## src/hw/phyanr_pkg.sv

```systemverilog
package phyanr_pkg;
    // register numbers on the management port
    localparam logic [4:0]  ADDR_EXPANSION   = 5'h06;
    localparam logic [4:0]  ADDR_CONFIG      = 5'h10;
    localparam logic [4:0]  ADDR_IRQ_STATUS  = 5'h1E;
    localparam logic [4:0]  ADDR_IRQ_MASK    = 5'h1F;
    // expansion fields
    localparam int          EXP_FAULT_BIT    = 4;
    localparam int          EXP_LP_NP_BIT    = 3;
    localparam int          EXP_LOC_NP_BIT   = 2;
    localparam int          EXP_PAGE_BIT     = 1;
    localparam int          EXP_LP_AN_BIT    = 0;
    localparam logic        LOCAL_NP_VALUE   = 1'b0;
    // configuration fields
    localparam int          CFG_CODER_BIT    = 15;
    localparam int          CFG_SCR_BIT      = 14;
    localparam int          CFG_ALIGN_BIT    = 13;
    localparam int          CFG_SD_BIT       = 12;
    localparam int          CFG_TX_BIT       = 10;
    localparam int          CFG_FLINK_BIT    = 7;
    localparam int          CFG_APD_BIT      = 4;
    localparam int          CFG_STATE_MACHINE_RESET_BIT    = 3;
    localparam int          CFG_PRE_BIT      = 2;
    localparam int          CFG_SLEEP_BIT    = 1;
    localparam int          CFG_LOOP_BIT     = 0;
    localparam logic [15:0] CFG_RESET        = 16'h0410;
    localparam logic [15:0] CFG_WRITE_MASK   = 16'hF09F;
    // interrupt status bits: 0 fault, 1 page received
    localparam int          IRQ_FAULT_BIT    = 0;
    localparam int          IRQ_PAGE_BIT     = 1;
    localparam logic [1:0]  IRQ_MASK_RESET   = 2'h0;
    // state-machine reset pulse length in cycles
    localparam logic [3:0]  STATE_MACHINE_RESET_CYCLES     = 4'h8;
endpackage : phyanr_pkg

```

## src/hw/phyanr_regs.sv

```systemverilog
`timescale 1ns/1ps
`default_nettype none
module phyanr_regs (
    input  wire logic        clk_sys,
    input  wire logic        reset,
    input  wire logic [4:0]  reg_addr,
    input  wire logic [15:0] reg_wdata,
    input  wire logic        reg_write,
    input  wire logic        reg_read,
    output logic      [15:0] reg_rdata,
    input  wire logic        parallel_fault_event,
    input  wire logic        page_received_event,
    input  wire logic        partner_next_page_able,
    input  wire logic        partner_autoneg_able,
    input  wire logic        line_signal_detect,
    input  wire logic        line_link_100_ok,
    input  wire logic        idle_power_condition,
    output logic             bypass_block_coder,
    output logic             bypass_scrambler,
    output logic             bypass_descrambler,
    output logic             bypass_symbol_alignment,
    output logic             bypass_symbol_coding,
    output logic             signal_detect,
    output logic             link_100_good,
    output logic             auto_power_reduce,
    output logic             state_machine_reset,
    output logic             mgmt_preamble_suppress,
    output logic             sleep_power_down,
    output logic             remote_loopout,
    output logic             irq
);
    logic [15:0] cfg;
    logic        fault_latch;
    logic        page_latch;
    logic [1:0]  irq_status;
    logic [1:0]  irq_mask;
    logic [3:0]  state_machine_reset_count;
    logic        state_machine_reset_busy;
    logic        wake_reset;
    logic        rd_exp;
    logic        rd_irq;
    logic        wr_cfg;
    logic [15:0] next_rdata;

    assign rd_exp = reg_read && reg_addr == phyanr_pkg::ADDR_EXPANSION;
    assign rd_irq = reg_read && reg_addr == phyanr_pkg::ADDR_IRQ_STATUS;
    assign wr_cfg = reg_write && reg_addr == phyanr_pkg::ADDR_CONFIG;
    // wake from sleep: write clearing a set sleep bit
    assign wake_reset = wr_cfg && cfg[phyanr_pkg::CFG_SLEEP_BIT]
                        && !reg_wdata[phyanr_pkg::CFG_SLEEP_BIT];

    // set wins over the read clear so no event is lost
    always_ff @(posedge clk_sys) begin
        if (reset) begin
            fault_latch <= 1'b0;
        end else if (parallel_fault_event) begin
            fault_latch <= 1'b1;
        end else if (rd_exp) begin
            fault_latch <= 1'b0;
        end
    end

    always_ff @(posedge clk_sys) begin
        if (reset) begin
            page_latch <= 1'b0;
        end else if (page_received_event) begin
            page_latch <= 1'b1;
        end else if (rd_exp) begin
            page_latch <= 1'b0;
        end
    end

    always_ff @(posedge clk_sys) begin
        if (reset) begin
            irq_status <= 2'h0;
        end else begin
            irq_status <= (rd_irq ? 2'h0 : irq_status)
                          | {page_received_event, parallel_fault_event};
        end
    end

    always_ff @(posedge clk_sys) begin
        if (reset) begin
            irq_mask <= phyanr_pkg::IRQ_MASK_RESET;
        end else if (reg_write && reg_addr == phyanr_pkg::ADDR_IRQ_MASK) begin
            irq_mask <= reg_wdata[1:0];
        end
    end

    assign irq = |(irq_status & irq_mask);

    // reserved and read-only bits ignore writes
    always_ff @(posedge clk_sys) begin
        if (reset) begin
            cfg <= phyanr_pkg::CFG_RESET;
        end else if (wr_cfg) begin
            cfg <= (reg_wdata & phyanr_pkg::CFG_WRITE_MASK)
                   | (phyanr_pkg::CFG_RESET & ~phyanr_pkg::CFG_WRITE_MASK);
        end else if (state_machine_reset_count == 4'h1) begin
            cfg[phyanr_pkg::CFG_STATE_MACHINE_RESET_BIT] <= 1'b0;
        end
    end

    // counter holds the machine reset for a fixed pulse
    always_ff @(posedge clk_sys) begin
        if (reset) begin
            state_machine_reset_count <= 4'h0;
        end else if ((wr_cfg && reg_wdata[phyanr_pkg::CFG_STATE_MACHINE_RESET_BIT]) || wake_reset) begin
            state_machine_reset_count <= phyanr_pkg::STATE_MACHINE_RESET_CYCLES;
        end else if (state_machine_reset_count != 4'h0) begin
            state_machine_reset_count <= state_machine_reset_count - 4'h1;
        end
    end
    assign state_machine_reset_busy = state_machine_reset_count != 4'h0;

    always_ff @(posedge clk_sys) begin
        if (reset) begin
            bypass_block_coder      <= 1'b0;
            bypass_scrambler        <= 1'b0;
            bypass_descrambler      <= 1'b0;
            bypass_symbol_alignment <= 1'b0;
            bypass_symbol_coding    <= 1'b0;
            signal_detect           <= 1'b0;
            link_100_good           <= 1'b0;
            auto_power_reduce       <= 1'b0;
            state_machine_reset     <= 1'b0;
            mgmt_preamble_suppress  <= 1'b0;
            sleep_power_down        <= 1'b0;
            remote_loopout          <= 1'b0;
        end else begin
            bypass_block_coder      <= cfg[phyanr_pkg::CFG_CODER_BIT]
                                       || cfg[phyanr_pkg::CFG_ALIGN_BIT];
            bypass_scrambler        <= cfg[phyanr_pkg::CFG_SCR_BIT]
                                       || cfg[phyanr_pkg::CFG_ALIGN_BIT];
            bypass_descrambler      <= cfg[phyanr_pkg::CFG_SCR_BIT]
                                       || cfg[phyanr_pkg::CFG_ALIGN_BIT];
            bypass_symbol_alignment <= cfg[phyanr_pkg::CFG_ALIGN_BIT];
            bypass_symbol_coding    <= cfg[phyanr_pkg::CFG_ALIGN_BIT];
            signal_detect           <= line_signal_detect
                                       || cfg[phyanr_pkg::CFG_SD_BIT];
            link_100_good           <= line_link_100_ok
                                       || cfg[phyanr_pkg::CFG_FLINK_BIT];
            auto_power_reduce       <= idle_power_condition
                                       && cfg[phyanr_pkg::CFG_APD_BIT];
            state_machine_reset     <= state_machine_reset_busy;
            mgmt_preamble_suppress  <= cfg[phyanr_pkg::CFG_PRE_BIT];
            sleep_power_down        <= cfg[phyanr_pkg::CFG_SLEEP_BIT];
            remote_loopout          <= cfg[phyanr_pkg::CFG_LOOP_BIT];
        end
    end

    // whole sixteen-bit words only, unmapped reads give zero
    always_comb begin
        next_rdata = 16'h0000;
        unique case (reg_addr)
            phyanr_pkg::ADDR_EXPANSION: begin
                next_rdata[phyanr_pkg::EXP_FAULT_BIT]  = fault_latch;
                next_rdata[phyanr_pkg::EXP_LP_NP_BIT]  = partner_next_page_able;
                next_rdata[phyanr_pkg::EXP_LOC_NP_BIT] = phyanr_pkg::LOCAL_NP_VALUE;
                next_rdata[phyanr_pkg::EXP_PAGE_BIT]   = page_latch;
                next_rdata[phyanr_pkg::EXP_LP_AN_BIT]  = partner_autoneg_able;
            end
            phyanr_pkg::ADDR_CONFIG: begin
                next_rdata = cfg;
                next_rdata[phyanr_pkg::CFG_TX_BIT] = 1'b1;
            end
            phyanr_pkg::ADDR_IRQ_STATUS: next_rdata[1:0] = irq_status;
            phyanr_pkg::ADDR_IRQ_MASK:   next_rdata[1:0] = irq_mask;
            default:                     next_rdata = 16'h0000;
        endcase
    end

    always_ff @(posedge clk_sys) begin
        if (reset) begin
            reg_rdata <= 16'h0000;
        end else if (reg_read) begin
            reg_rdata <= next_rdata;
        end else begin
            reg_rdata <= 16'h0000;
        end
    end
endmodule : phyanr_regs
`default_nettype wire

```

## config.mk

```make
export PLATFORM = sky130hd
export DESIGN_NAME = phyanr_regs
export DESIGN_NICKNAME = d
export VERILOG_FILES = /design/src/hw/phyanr_pkg.sv /design/src/hw/phyanr_regs.sv
export SDC_FILE = /design/constraint.sdc
export NUM_CORES = 1
export LEC_CHECK = 0
export BUFFER_PORTS_ARGS = -buffer_cell sky130_fd_sc_hd__buf_4
export CORE_MARGIN = 4
export CORE_UTILIZATION = 48
export DETAILED_ROUTE_END_ITERATION = 10
export GPL_TIMING_DRIVEN = 0
export PLACE_DENSITY = 0.81
export SETUP_SLACK_MARGIN = 0.02
export SLEW_MARGIN = 20
export SYNTH_ARGS = -nofsm -noshare
export SYNTH_HDL_FRONTEND = slang
export SYNTH_SLANG_ARGS = --single-unit
```

## constraint.sdc

```tcl
create_clock -name clk_sys -period 3.4 [get_ports clk_sys]
set_clock_uncertainty 0.05 [all_clocks]
set_input_delay 0.68 -clock clk_sys [delete_from_list [all_inputs] [get_ports clk_sys]]
set_output_delay 0.68 -clock clk_sys [all_outputs]
set_load 0.005 [all_outputs]
```

==> flow_summary_export.csv, run 1 <==
group,metric,value,unit
power_and_ir_drop,p_int,803,uW
synth,ys_warn_count,0,
timing,tns,0,ns
clock_network,cts_tree,"done",
setup_path,cpMaxStageDelayCell,"or4b_4",
die,die-width,67.7,um
finish,nets,269,
setup_path,crit_family,"simple AND/OR/NAND/NOR gates",
placed_design,hpwlAfterDp,2.72,mm
timing,period_share,57.1,%
clock_network,clock_latency,0.35,ns
synth,synthFlopType,"dfxtp_1",
synth,synthCells,177,
setup_path,cp.arrival,2.15,ns
min_path,hold_end,"reg_rdata[2]",
setup_path,worstSetupPathType,"input port to register",
timing,tightest_slew,0.736,ns
power_and_ir_drop,max-vdd-ir-drop,0.000262,V
timing,fin_crit,1.94,ns
detailed_routing,drc,0,
setup_path,end_kind,"register",
global_route,met3_usage,6.16,%
die,rows,21,
min_path,whs_path_depth,1,
synth,async_flop_share,0,%
detailed_routing,vias,1419,
global_route,grt_max_degree,14,
power_and_ir_drop,pwr-share-clk,30.9,%
die,die-area,0.00459,mm2
synth,ys_seq_area_share,48.0,%
die,core,0.00339,mm2
setup_path,cp_slowest_stage_delay,0.50,ns
placed_design,port-buffer-count,46,
timing,finalSetupViolCount,0,
finish,area.growth.synth_to_final,29.6,%
timing,finalHoldViolCount,0,
synth,synth_area_per_cell,9.67,um2
setup_path,reg2reg_from,"state_machine_reset_count[0]",
global_route,top_usage_layer,"met2",
synth,ys_types,42,
global_route,use_met2,27.5,%
clock_network,postCtsSetupRepairBufs,0,
clock_network,clockBufferDepth,2,
run,drv_cap,0,
global_route,overflow,0,
clock_network,cts_resized,0,
clock_network,cts.sink_count,41,
power_and_ir_drop,combPwrFrac,19.4,%
placed_design,placed_area,0.00213,mm2
detailed_routing,routedWlPerCell,12.8,um
setup_path,worstPathRequired,3.61,ns
setup_path,rr_worst_depth,5,
power_and_ir_drop,power_density,491,mW/mm2
min_path,hp-start,"cfg[2]",
detailed_routing,drt-pass1-iter-count,5,
global_route,grt_pass1_vias,1255,
finish,drive_gt1_share,32.8,%
timing,hold_ws,0.415,ns
power_and_ir_drop,p_leak,0.000952,uW
setup_path,critPathBufInv,2,
placed_design,gp_congestion,0.802,
detailed_routing,postRouteAntennaNets,0,
clock_network,numCtsBuffers,5,
min_path,worstHoldPathType,"register to register",
setup_path,critPathLaunchType,"input port",
power_and_ir_drop,switchingPower,285,uW
detailed_routing,vias_per_cell,5.05,
global_route,grt_util_all_layers,17.1,%
setup_path,reg2reg_to,"state_machine_reset_count[1]",
clock_network,cts_root_buffer,"clkbuf_4",
detailed_routing,wl,3.60,mm
clock_network,path_clk_slew,0.12,ns
global_route,antenna_found_initial,0,
timing,slew_violations,0,
timing,fmax,0.516,GHz
timing,slew-limit-headroom,50.8,%
global_route,grt_pass1_wl,5.69,mm
finish,n_antenna_cell,0,
setup_path,worstPathMaxFanout,10,
detailed_routing,drt-initial-drc-count,115,
synth,synth_edf_count,0,
timing,rsz0062_at_grt,"no",
finish,fin_area,0.00222,mm2
power_and_ir_drop,seqPwrFrac,49.8,%
die,ioPinCount,61,
clock_network,htreeDepth,2,
setup_path,crit_chain,"buf_2 > or4b_4 > buf_6 > nor3_4 > mux2_2",
global_route,globalRouteMet1Util,20.3,%
status,status,"completed",
power_and_ir_drop,switching_share,26.2,%
synth,synth_area,0.00171,mm2
die,start_util,50.5,%
die,die_h,67.7,um
clock_network,cts_hold_buf,0,
synth,yosys_register_bits,41,
setup_path,rrSetupSlack,1.73,ns
## synthesized netlist by cell type (2+ instances only)
| master | n | area, um2 |
|---|---|---|
| mux2i_1 | 2 | 20.0 |
| a311oi_1 | 2 | 17.5 |
| o21ai_0 | 5 | 25.0 |
| a32oi_1 | 2 | 17.5 |
| buf_6 | 2 | 22.5 |
| nand2_1 | 4 | 15.0 |
| and2_1 | 8 | 50.1 |
| mux2_2 | 7 | 78.8 |
| nand3_1 | 6 | 30.0 |
| inv_1 | 6 | 22.5 |
| a21oi_1 | 10 | 50.1 |
| nand4_1 | 9 | 56.3 |
| nor2_1 | 16 | 60.1 |
| nand2b_1 | 5 | 31.3 |
| nor2b_1 | 10 | 62.6 |
| clkbuf_1 | 4 | 15.0 |
| dfxtp_1 | 41 | 821 |
| o31ai_1 | 4 | 30.0 |
| nor3_1 | 3 | 15.0 |
| buf_4 | 7 | 52.6 |
| ha_1 | 3 | 37.5 |
## cell usage in the layout, fill, tap and decap left out, types with 2 or more instances in the layout
| cell | synthesis | layout |
|---|---|---|
| nor3_1 | 3 | 3 |
| a32oi_1 | 2 | 2 |
| clkbuf_1 | 4 | 4 |
| conb_1 | 1 | 5 |
| mux2i_1 | 2 | 2 |
| nor2b_1 | 10 | 10 |
| a21oi_1 | 10 | 10 |
| nand2_1 | 4 | 4 |
| clkbuf_4 | 0 | 5 |
| o21ai_0 | 5 | 5 |
| nand4_1 | 9 | 9 |
| o31ai_1 | 4 | 4 |
| inv_1 | 6 | 6 |
| and2_1 | 8 | 8 |
| dfxtp_1 | 41 | 41 |
| nand3_1 | 6 | 6 |
| nand2b_1 | 5 | 5 |
| buf_6 | 2 | 2 |
| buf_4 | 7 | 53 |
| mux2_2 | 7 | 7 |
| nor2_1 | 16 | 16 |
| ha_1 | 3 | 3 |
| a311oi_1 | 2 | 2 |
## metal layers
layer | up-vias | wire length, um
li1 | 724 | -
met1 | 624 | 1550
met2 | 66 | 1620
met3 | 5 | 360
met4 | 0 | 63
met5 | - | 0
## through the flow
step / setup WS [ns] / std cells / power [uW] / utilization (%)
after floorplan: 1.18 / 181 / 697 / -
after global placement: 1.10 / 273 / 757 / 62.8
after detailed placement: 1.09 / 273 / 763 / 62.8
after CTS: 1.47 / 281 / 1090 / 65.4
after global routing: 1.45 / 281 / 1150 / 65.4
final: 1.46 / 281 / 1090 / 65.4
## worst max-delay path by stage
stage | startpoint | to | slack (ns) | depth (start not counted)
2_1_floorplan | reg_addr[0] | cfg[0] | 1.18 | 5
3_3_place_gp | reg_addr[0] | cfg[13] | 1.10 | 5
3_5_place_dp | reg_addr[0] | cfg[2] | 1.09 | 5
4_1_cts | reg_addr[2] | cfg[2] | 1.47 | 5
5_1_grt | reg_addr[2] | cfg[2] | 1.45 | 5
6_report | reg_addr[2] | cfg[1] | 1.46 | 5
## power by group through the flow
stage	Sequential (uW)	Clock (uW)	Combinational (uW)
detailed placement	550	0	213
finish	542	336	211
global route	546	363	240
CTS	541	340	213
floorplan	546	0	151
global placement	550	0	206
## flip-flops by register name, indices dropped and copies added, names as in the netlist
signal,flops
auto_power_reduce,1
bypass_block_coder,1
bypass_descrambler,1
bypass_symbol_coding,1
cfg,10
fault_latch,1
irq_mask,2
irq_status,2
link_100_good,1
mgmt_preamble_suppress,1
page_latch,1
reg_rdata,11
remote_loopout,1
signal_detect,1
sleep_power_down,1
state_machine_reset,1
state_machine_reset_count,4
## cells by family (layout without fill, tap and decap cells)
group,Yosys count,in the layout,share of synthesized area [%]
AND/OR/NAND/NOR,70,70,24.3
flip-flops,41,41,48.0
AO/OA/AOI/OAI,29,29,11.4
buffers and inverters,23,77,7.60
multiplexers,9,9,5.78
adder cells (fa/ha/maj),3,3,2.19
other,1,5,0.219
XOR/XNOR,1,1,0.512
## final cells by class
cell class | count | area, um2
clock buffer | 6 | 51.3
inverter | 8 | 31.3
timing repair buffer | 46 | 345
fill | 280 | 1170
buffer | 15 | 98.8
clock inverter | 2 | 37.5
multi-input combinational | 117 | 776
tap | 46 | 57.6
sequential | 41 | 821
No activity file was read; power rests on OpenSTA's default activity.
==> run 2, diff against run 1 <==
Settings changed: ABC_AREA set to 1, CORE_UTILIZATION 48 to 43, PLACE_DENSITY 0.81 to 0.77.
Clock period 3.4 ns to 1.65 ns, I/O delays scaled along.
==> run 2 against run 1 <==
Via count is 3.5% lower. Highest routed layer unchanged. Design area down 1.7%. Cell count grew 11%. Synthesized cell count increased by 17%. Clock power increased to 2.8 times the previous value. Critical path depth decreased by 3. Largest cell class unchanged. Sequential power grew 100%. Sequential cell count did not move. Non-clock buffer count fell by 2.
==> flow_summary_export.csv, run 2 <==
group,metric,value,unit
detailed_routing,vias,1370,
detailed_routing,wl,3.34,mm
setup_path,worstSetupPathType,"register to output port",
die,core,0.00347,mm2
die,ioPinCount,61,
timing,period_share,82.8,%
clock_network,cts.sink_count,41,
status,status,"completed",
clock_network,htreeDepth,2,
detailed_routing,drt-initial-drc-count,59,
clock_network,cts_root_buffer,"clkbuf_8",
clock_network,cts_resized,0,
power_and_ir_drop,switchingPower,626,uW
synth,synthFlopType,"dfxtp_1",
die,die-width,69.2,um
timing,finalHoldViolCount,0,
clock_network,clock_latency,0.29,ns
placed_design,hpwlAfterDp,2.58,mm
synth,netlist_top_cells_area,"dfxtp_1 51%, nor2_1 10%, nand2_1 8.9%, inv_1 5.6%, nand3_1 4.7%",
synth,synth_top_area_share,51.0,%
synth,synth_area,0.00161,mm2
clock_network,path_clk_slew,0.08,ns
power_and_ir_drop,combPwrFrac,17.9,%
global_route,overflow,0,
synth,synthCells,207,
synth,synth_area_per_cell,7.77,um2
placed_design,gp_congestion,0.827,
synth,synth_edf_count,0,
run,drv_cap,0,
die,die-area,0.00478,mm2
clock_network,postCtsSetupRepairBufs,0,
power_and_ir_drop,power_density,1150,mW/mm2
detailed_routing,routedWlPerCell,10.7,um
synth,ys_seq_area_share,51.0,%
global_route,antenna_found_initial,0,
finish,final_common_cell,"buf_4",
timing,finalSetupViolCount,0,
power_and_ir_drop,pwr-share-clk,38.3,%
global_route,grt_pass1_wl,5.55,mm
finish,final_util,62.8,%
die,start_util,46.4,%
setup_path,worstPathRequired,1.27,ns
die,rows,21,
finish,fillers,339,
setup_path,critPathLaunchType,"register",
setup_path,worstPathMaxFanout,3,
synth,yosys_register_bits,41,
detailed_routing,drt-pass1-iter-count,4,
power_and_ir_drop,p_int,1870,uW
die,die_h,69.2,um
finish,nets,301,
timing,fin_ws,0.283,ns
detailed_routing,drc,0,
timing,tns,0,ns
synth,ys_top_cells_by_count,"43 x nor2_1, 41 x dfxtp_1, 38 x nand2_1",
finish,area.growth.synth_to_final,35.5,%
timing,fmax,0.732,GHz
timing,slew_violations,0,
clock_network,cts_hold_buf,0,
global_route,grt_util_all_layers,14.4,%
clock_network,cts_tree,"done",
finish,largest_reg_flops,11,
synth,yosysMostFrequentCell,"nor2_1",
timing,tightest_slew,0.515,ns
detailed_routing,vias_per_cell,4.38,
power_and_ir_drop,max-vdd-ir-drop,0.000629,V
synth,async_flop_share,0,%
finish,largestRegisters,"reg_rdata x11, cfg x10, state_machine_reset_count x4",
finish,largest_register,"reg_rdata",
min_path,worstHoldPathType,"input port to register",
detailed_routing,postRouteAntennaNets,0,
global_route,grt_max_degree,15,
power_and_ir_drop,p_leak,0.00107,uW
timing,rsz0062_at_grt,"no",
placed_design,port-buffer-count,48,
setup_path,cp.arrival,0.99,ns
synth,ys_types,23,
finish,layout_common_cells,"55 x buf_4, 43 x nor2_1, 41 x dfxtp_1",
finish,drive_gt1_share,29.2,%
placed_design,dp_worst_setup_slack,0.247,ns
timing,fin_crit,1.37,ns
clock_network,numCtsBuffers,5,
synth,ys_warn_count,0,
power_and_ir_drop,seqPwrFrac,43.9,%
global_route,grt_pass1_vias,1298,
setup_path,end_kind,"output port",
clock_network,clockBufferDepth,2,
timing,hold_ws,0.182,ns
synth,synth.largest_area_cell,"dfxtp_1",
timing,slew-limit-headroom,65.6,%
power_and_ir_drop,switching_share,25.1,%
finish,n_antenna_cell,0,
run 2: final timing paths:
check | startpoint | to | slack [ns] | depth (start not counted)
hold reg to reg | cfg[12] | reg_rdata[12] | 0.40 | 2
setup / recovery | irq_status[0] | irq | 0.28 | 2
hold / removal | reg_wdata[4] | cfg[4] | 0.18 | 3
setup reg to reg | state_machine_reset_count[0] | state_machine_reset_count[3] | 0.46 | 8
run 2: layer usage:
layer	vias up	track usage, %	part of all wire (%)
met5	-	0	0
li1	741	-	-
met3	7	5.22	6.7
met4	0	7.16	2.4
met2	35	26.2	51
met1	587	14.3	40
run 2: power groups by stage:
| stage | logic [uW] | registers [uW] | clock network [uW] |
|---|---|---|---|
| final | 447 | 1100 | 956 |
| after global routing | 512 | 1110 | 1010 |
| after CTS | 454 | 1100 | 971 |
| after detailed placement | 453 | 1120 | 0 |
| after global placement | 442 | 1120 | 0 |
| after floorplan | 316 | 1110 | 0 |
run 2: kinds of logic after synthesis:
kind of cell / count (synthesis) / synth area share, %
compound gates: 20 / 7.85
xor+xnor: 2 / 1.09
fa+ha+maj: 3 / 2.33
buf+inv: 37 / 10.9
flops: 41 / 51.0
other cells: 1 / 0.233
simple gates: 103 / 26.6
run 2: final cells by class:
| type | instances | area [um2] | area share (%) |
|---|---|---|---|
| Multi-Input combinational cell | 133 | 628 | 28.8 |
| Tap cell | 46 | 57.6 | 2.64 |
| Clock buffer | 5 | 68.8 | 3.16 |
| Inverter | 26 | 97.6 | 4.48 |
| Clock inverter | 3 | 68.8 | 3.16 |
| Buffer | 11 | 77.6 | 3.56 |
| Timing Repair Buffer | 48 | 360 | 16.5 |
| Sequential cell | 41 | 821 | 37.7 |
run 2: critical path, stage by stage, from the launching register on:
cell	delay (ns)
dfxtp_1	0.33
a22o_1	0.23
buf_4	0.13
run 2: per-stage QoR:
| stage | area, um2 | total power [uW] | std cells |
|---|---|---|---|
| 5_1_grt | 2180 | 2630 | 313 |
| 2_1_floorplan | 1620 | 1430 | 211 |
| 3_3_place_gp | 2040 | 1560 | 305 |
| 4_1_cts | 2180 | 2520 | 313 |
| 3_5_place_dp | 2040 | 1570 | 305 |
| 6_report | 2180 | 2500 | 313 |
==> run 3, diff against run 2 <==
Settings changed: ABC_AREA 1 to 0, CORE_UTILIZATION 43 to 48, PLACE_DENSITY 0.77 to 0.81.
Clock period 1.65 ns to 1.43 ns, I/O delays scaled along.
==> run 3 against run 2 <==
Critical path depth is 3 higher. Power is 4.1% higher. Setup slack worse by 0.25 ns. First-iteration DRC count is 31% higher. Global-route usage is 2.7 points higher. Clock-buffer cell count is 1 higher. Cell count is 7.3% lower. Combinational power is 68% higher. Critical path type is now input port to register. Largest cell class is now multi-input gates.
==> flow_summary_export.csv, run 3 (synthesis results as in run 1) <==
group,metric,value,unit
min_path,hold_end,"link_100_good",
finish,drive_gt1_share,38.1,%
global_route,grt_pass1_wl,5.79,mm
setup_path,end_kind,"register",
clock_network,path_clk_slew,0.11,ns
timing,tightest_slew,0.513,ns
finish,layout_common_cells,"61 x buf_4, 38 x dfxtp_1, 16 x nor2_1",
finish,nets,278,
detailed_routing,vias,1443,
die,core,0.00339,mm2
global_route,overflow,0,
finish,fin_area,0.00232,mm2
timing,fin_crit,1.40,ns
detailed_routing,drt-initial-drc-count,77,
finish,largest_register,"reg_rdata",
die,start_util,50.5,%
placed_design,hpwlAfterDp,2.68,mm
timing,slew_violations,0,
die,die-width,67.7,um
setup_path,worstPathMaxFanout,3,
finish,n_antenna_cell,0,
finish,fillers,290,
clock_network,clockBufferDepth,2,
power_and_ir_drop,max-vdd-ir-drop,0.000920,V
timing,finalSetupViolCount,0,
timing,slew-limit-headroom,65.5,%
die,rows,21,
finish,area.growth.synth_to_final,35.7,%
min_path,hp-start,"line_link_100_ok",
die,ioPinCount,61,
global_route,grt_pass1_vias,1301,
finish,largest_reg_flops,11,
setup_path,critPathLaunchType,"input port",
setup_path,rr_worst_depth,4,
detailed_routing,postRouteAntennaNets,0,
timing,period_share,97.6,%
die,die-area,0.00459,mm2
finish,largestRegisters,"reg_rdata x11, cfg x10, state_machine_reset_count x4",
min_path,whs_path_depth,3,
status,status,"completed",
setup_path,reg2reg_to,"state_machine_reset_count[3]",
power_and_ir_drop,power_density,1120,mW/mm2
global_route,grt_max_degree,13,
clock_network,cts_tree,"done",
setup_path,worstSetupPathType,"input port to register",
clock_network,cts_hold_buf,0,
die,die_h,67.7,um
clock_network,cts.sink_count,41,
clock_network,htreeDepth,2,
detailed_routing,drc,0,
timing,finalHoldViolCount,0,
power_and_ir_drop,p_leak,0.00100,uW
placed_design,placed_area,0.00214,mm2
min_path,worstHoldPathType,"input port to register",
global_route,antenna_found_initial,0,
finish,final_common_cell,"buf_4",
global_route,grt_util_all_layers,17.1,%
run,drv_cap,0,
setup_path,rrSetupSlack,0.08,ns
setup_path,reg2reg_from,"state_machine_reset_count[0]",
setup_path,cp.arrival,1.59,ns
setup_path,worstPathRequired,1.63,ns
detailed_routing,vias_per_cell,4.98,
placed_design,gp_congestion,0.820,
placed_design,port-buffer-count,46,
detailed_routing,routedWlPerCell,13.1,um
detailed_routing,drt-pass1-iter-count,4,
clock_network,numCtsBuffers,5,
timing,rsz0062_at_grt,"yes",
timing,fmax,0.717,GHz
detailed_routing,wl,3.79,mm
clock_network,clock_latency,0.34,ns
finish,final_util,68.5,%
clock_network,cts_root_buffer,"clkbuf_4",
## run 3: changes by cell type in the layout (fill, tap and decap cells not counted), sizes merged, moves of 9 or more
cell | previous run | this run
nand2 | 41 | 4
nor2 | 44 | 16
inv | 27 | 6
nor2b | 0 | 10
nand3 | 15 | 6
nand4 | 0 | 9
## run 3: timing repair
item / in CTS / in global routing
cloned: 0 / 0
gates resized for setup: 11 / 9
setup endpoints to repair: 14 / 9
buffers inserted: 5 / 5
pin swaps: 3 / 2
## run 3: critical path, cell delays in order
cell and delay (ns):
buf_8 0.10, or4b_4 0.57, nor3_4 0.17, buf_4 0.15, mux2_2 0.32
## run 3: how the worst max path moves through the flow
| stage | startpoint | to | slack (ns) | cells after the start |
|---|---|---|---|---|
| 6_report | reg_addr[3] | cfg[0] | 0.03 | 5 |
| 5_1_grt | irq_mask[1] | irq | 0.01 | 2 |
| 4_1_cts | reg_addr[3] | cfg[1] | 0.01 | 5 |
| 3_5_place_dp | reg_addr[2] | cfg[1] | -0.49 | 5 |
| 3_3_place_gp | reg_addr[3] | cfg[1] | -0.48 | 5 |
| 2_1_floorplan | reg_addr[0] | cfg[0] | -0.39 | 5 |
## run 3: area by class of cell
| class | instances | area [um2] | area share, % |
|---|---|---|---|
| buffer | 14 | 97.6 | 4.20 |
| clock buffer | 6 | 41.3 | 1.78 |
| tap | 46 | 57.6 | 2.48 |
| inverter | 8 | 35.0 | 1.51 |
| timing repair buffer | 56 | 432 | 18.6 |
| sequential | 41 | 825 | 35.5 |
| clock inverter | 2 | 10.0 | 0.431 |
| multi-input combinational | 117 | 826 | 35.5 |
## run 3: routing by layer
layer  vias to the layer above  part of all wire [%]  GRT usage, %
li1                        747                     -             -
met1                       641                    44          20.1
met2                        51                    47          28.2
met3                         4                   7.6          5.82
met4                         0                   1.3          7.59
met5                         -                     0             0
## run 3: power by group
part	switching (uW)	total, uW	internal (uW)
sequential	73.7	1300	1230
clock	360	547	188
combinational	304	749	445
## run 3: through the flow
stage / setup slack, ns / total power [uW] / setup TNS [ns] / cells / hold WS, ns
3_5_place_dp: -0.487 / 1810 / -8.45 / 273 / 0.393
6_report: 0.0349 / 2600 / 0 / 290 / 0.0847
2_1_floorplan: -0.391 / 1660 / -5.09 / 181 / 0.317
3_3_place_gp: -0.477 / 1800 / -8.25 / 273 / 0.392
4_1_cts: 0.0137 / 2440 / 0 / 285 / 0.0889
5_1_grt: 0.0149 / 2740 / 0 / 290 / 0.101
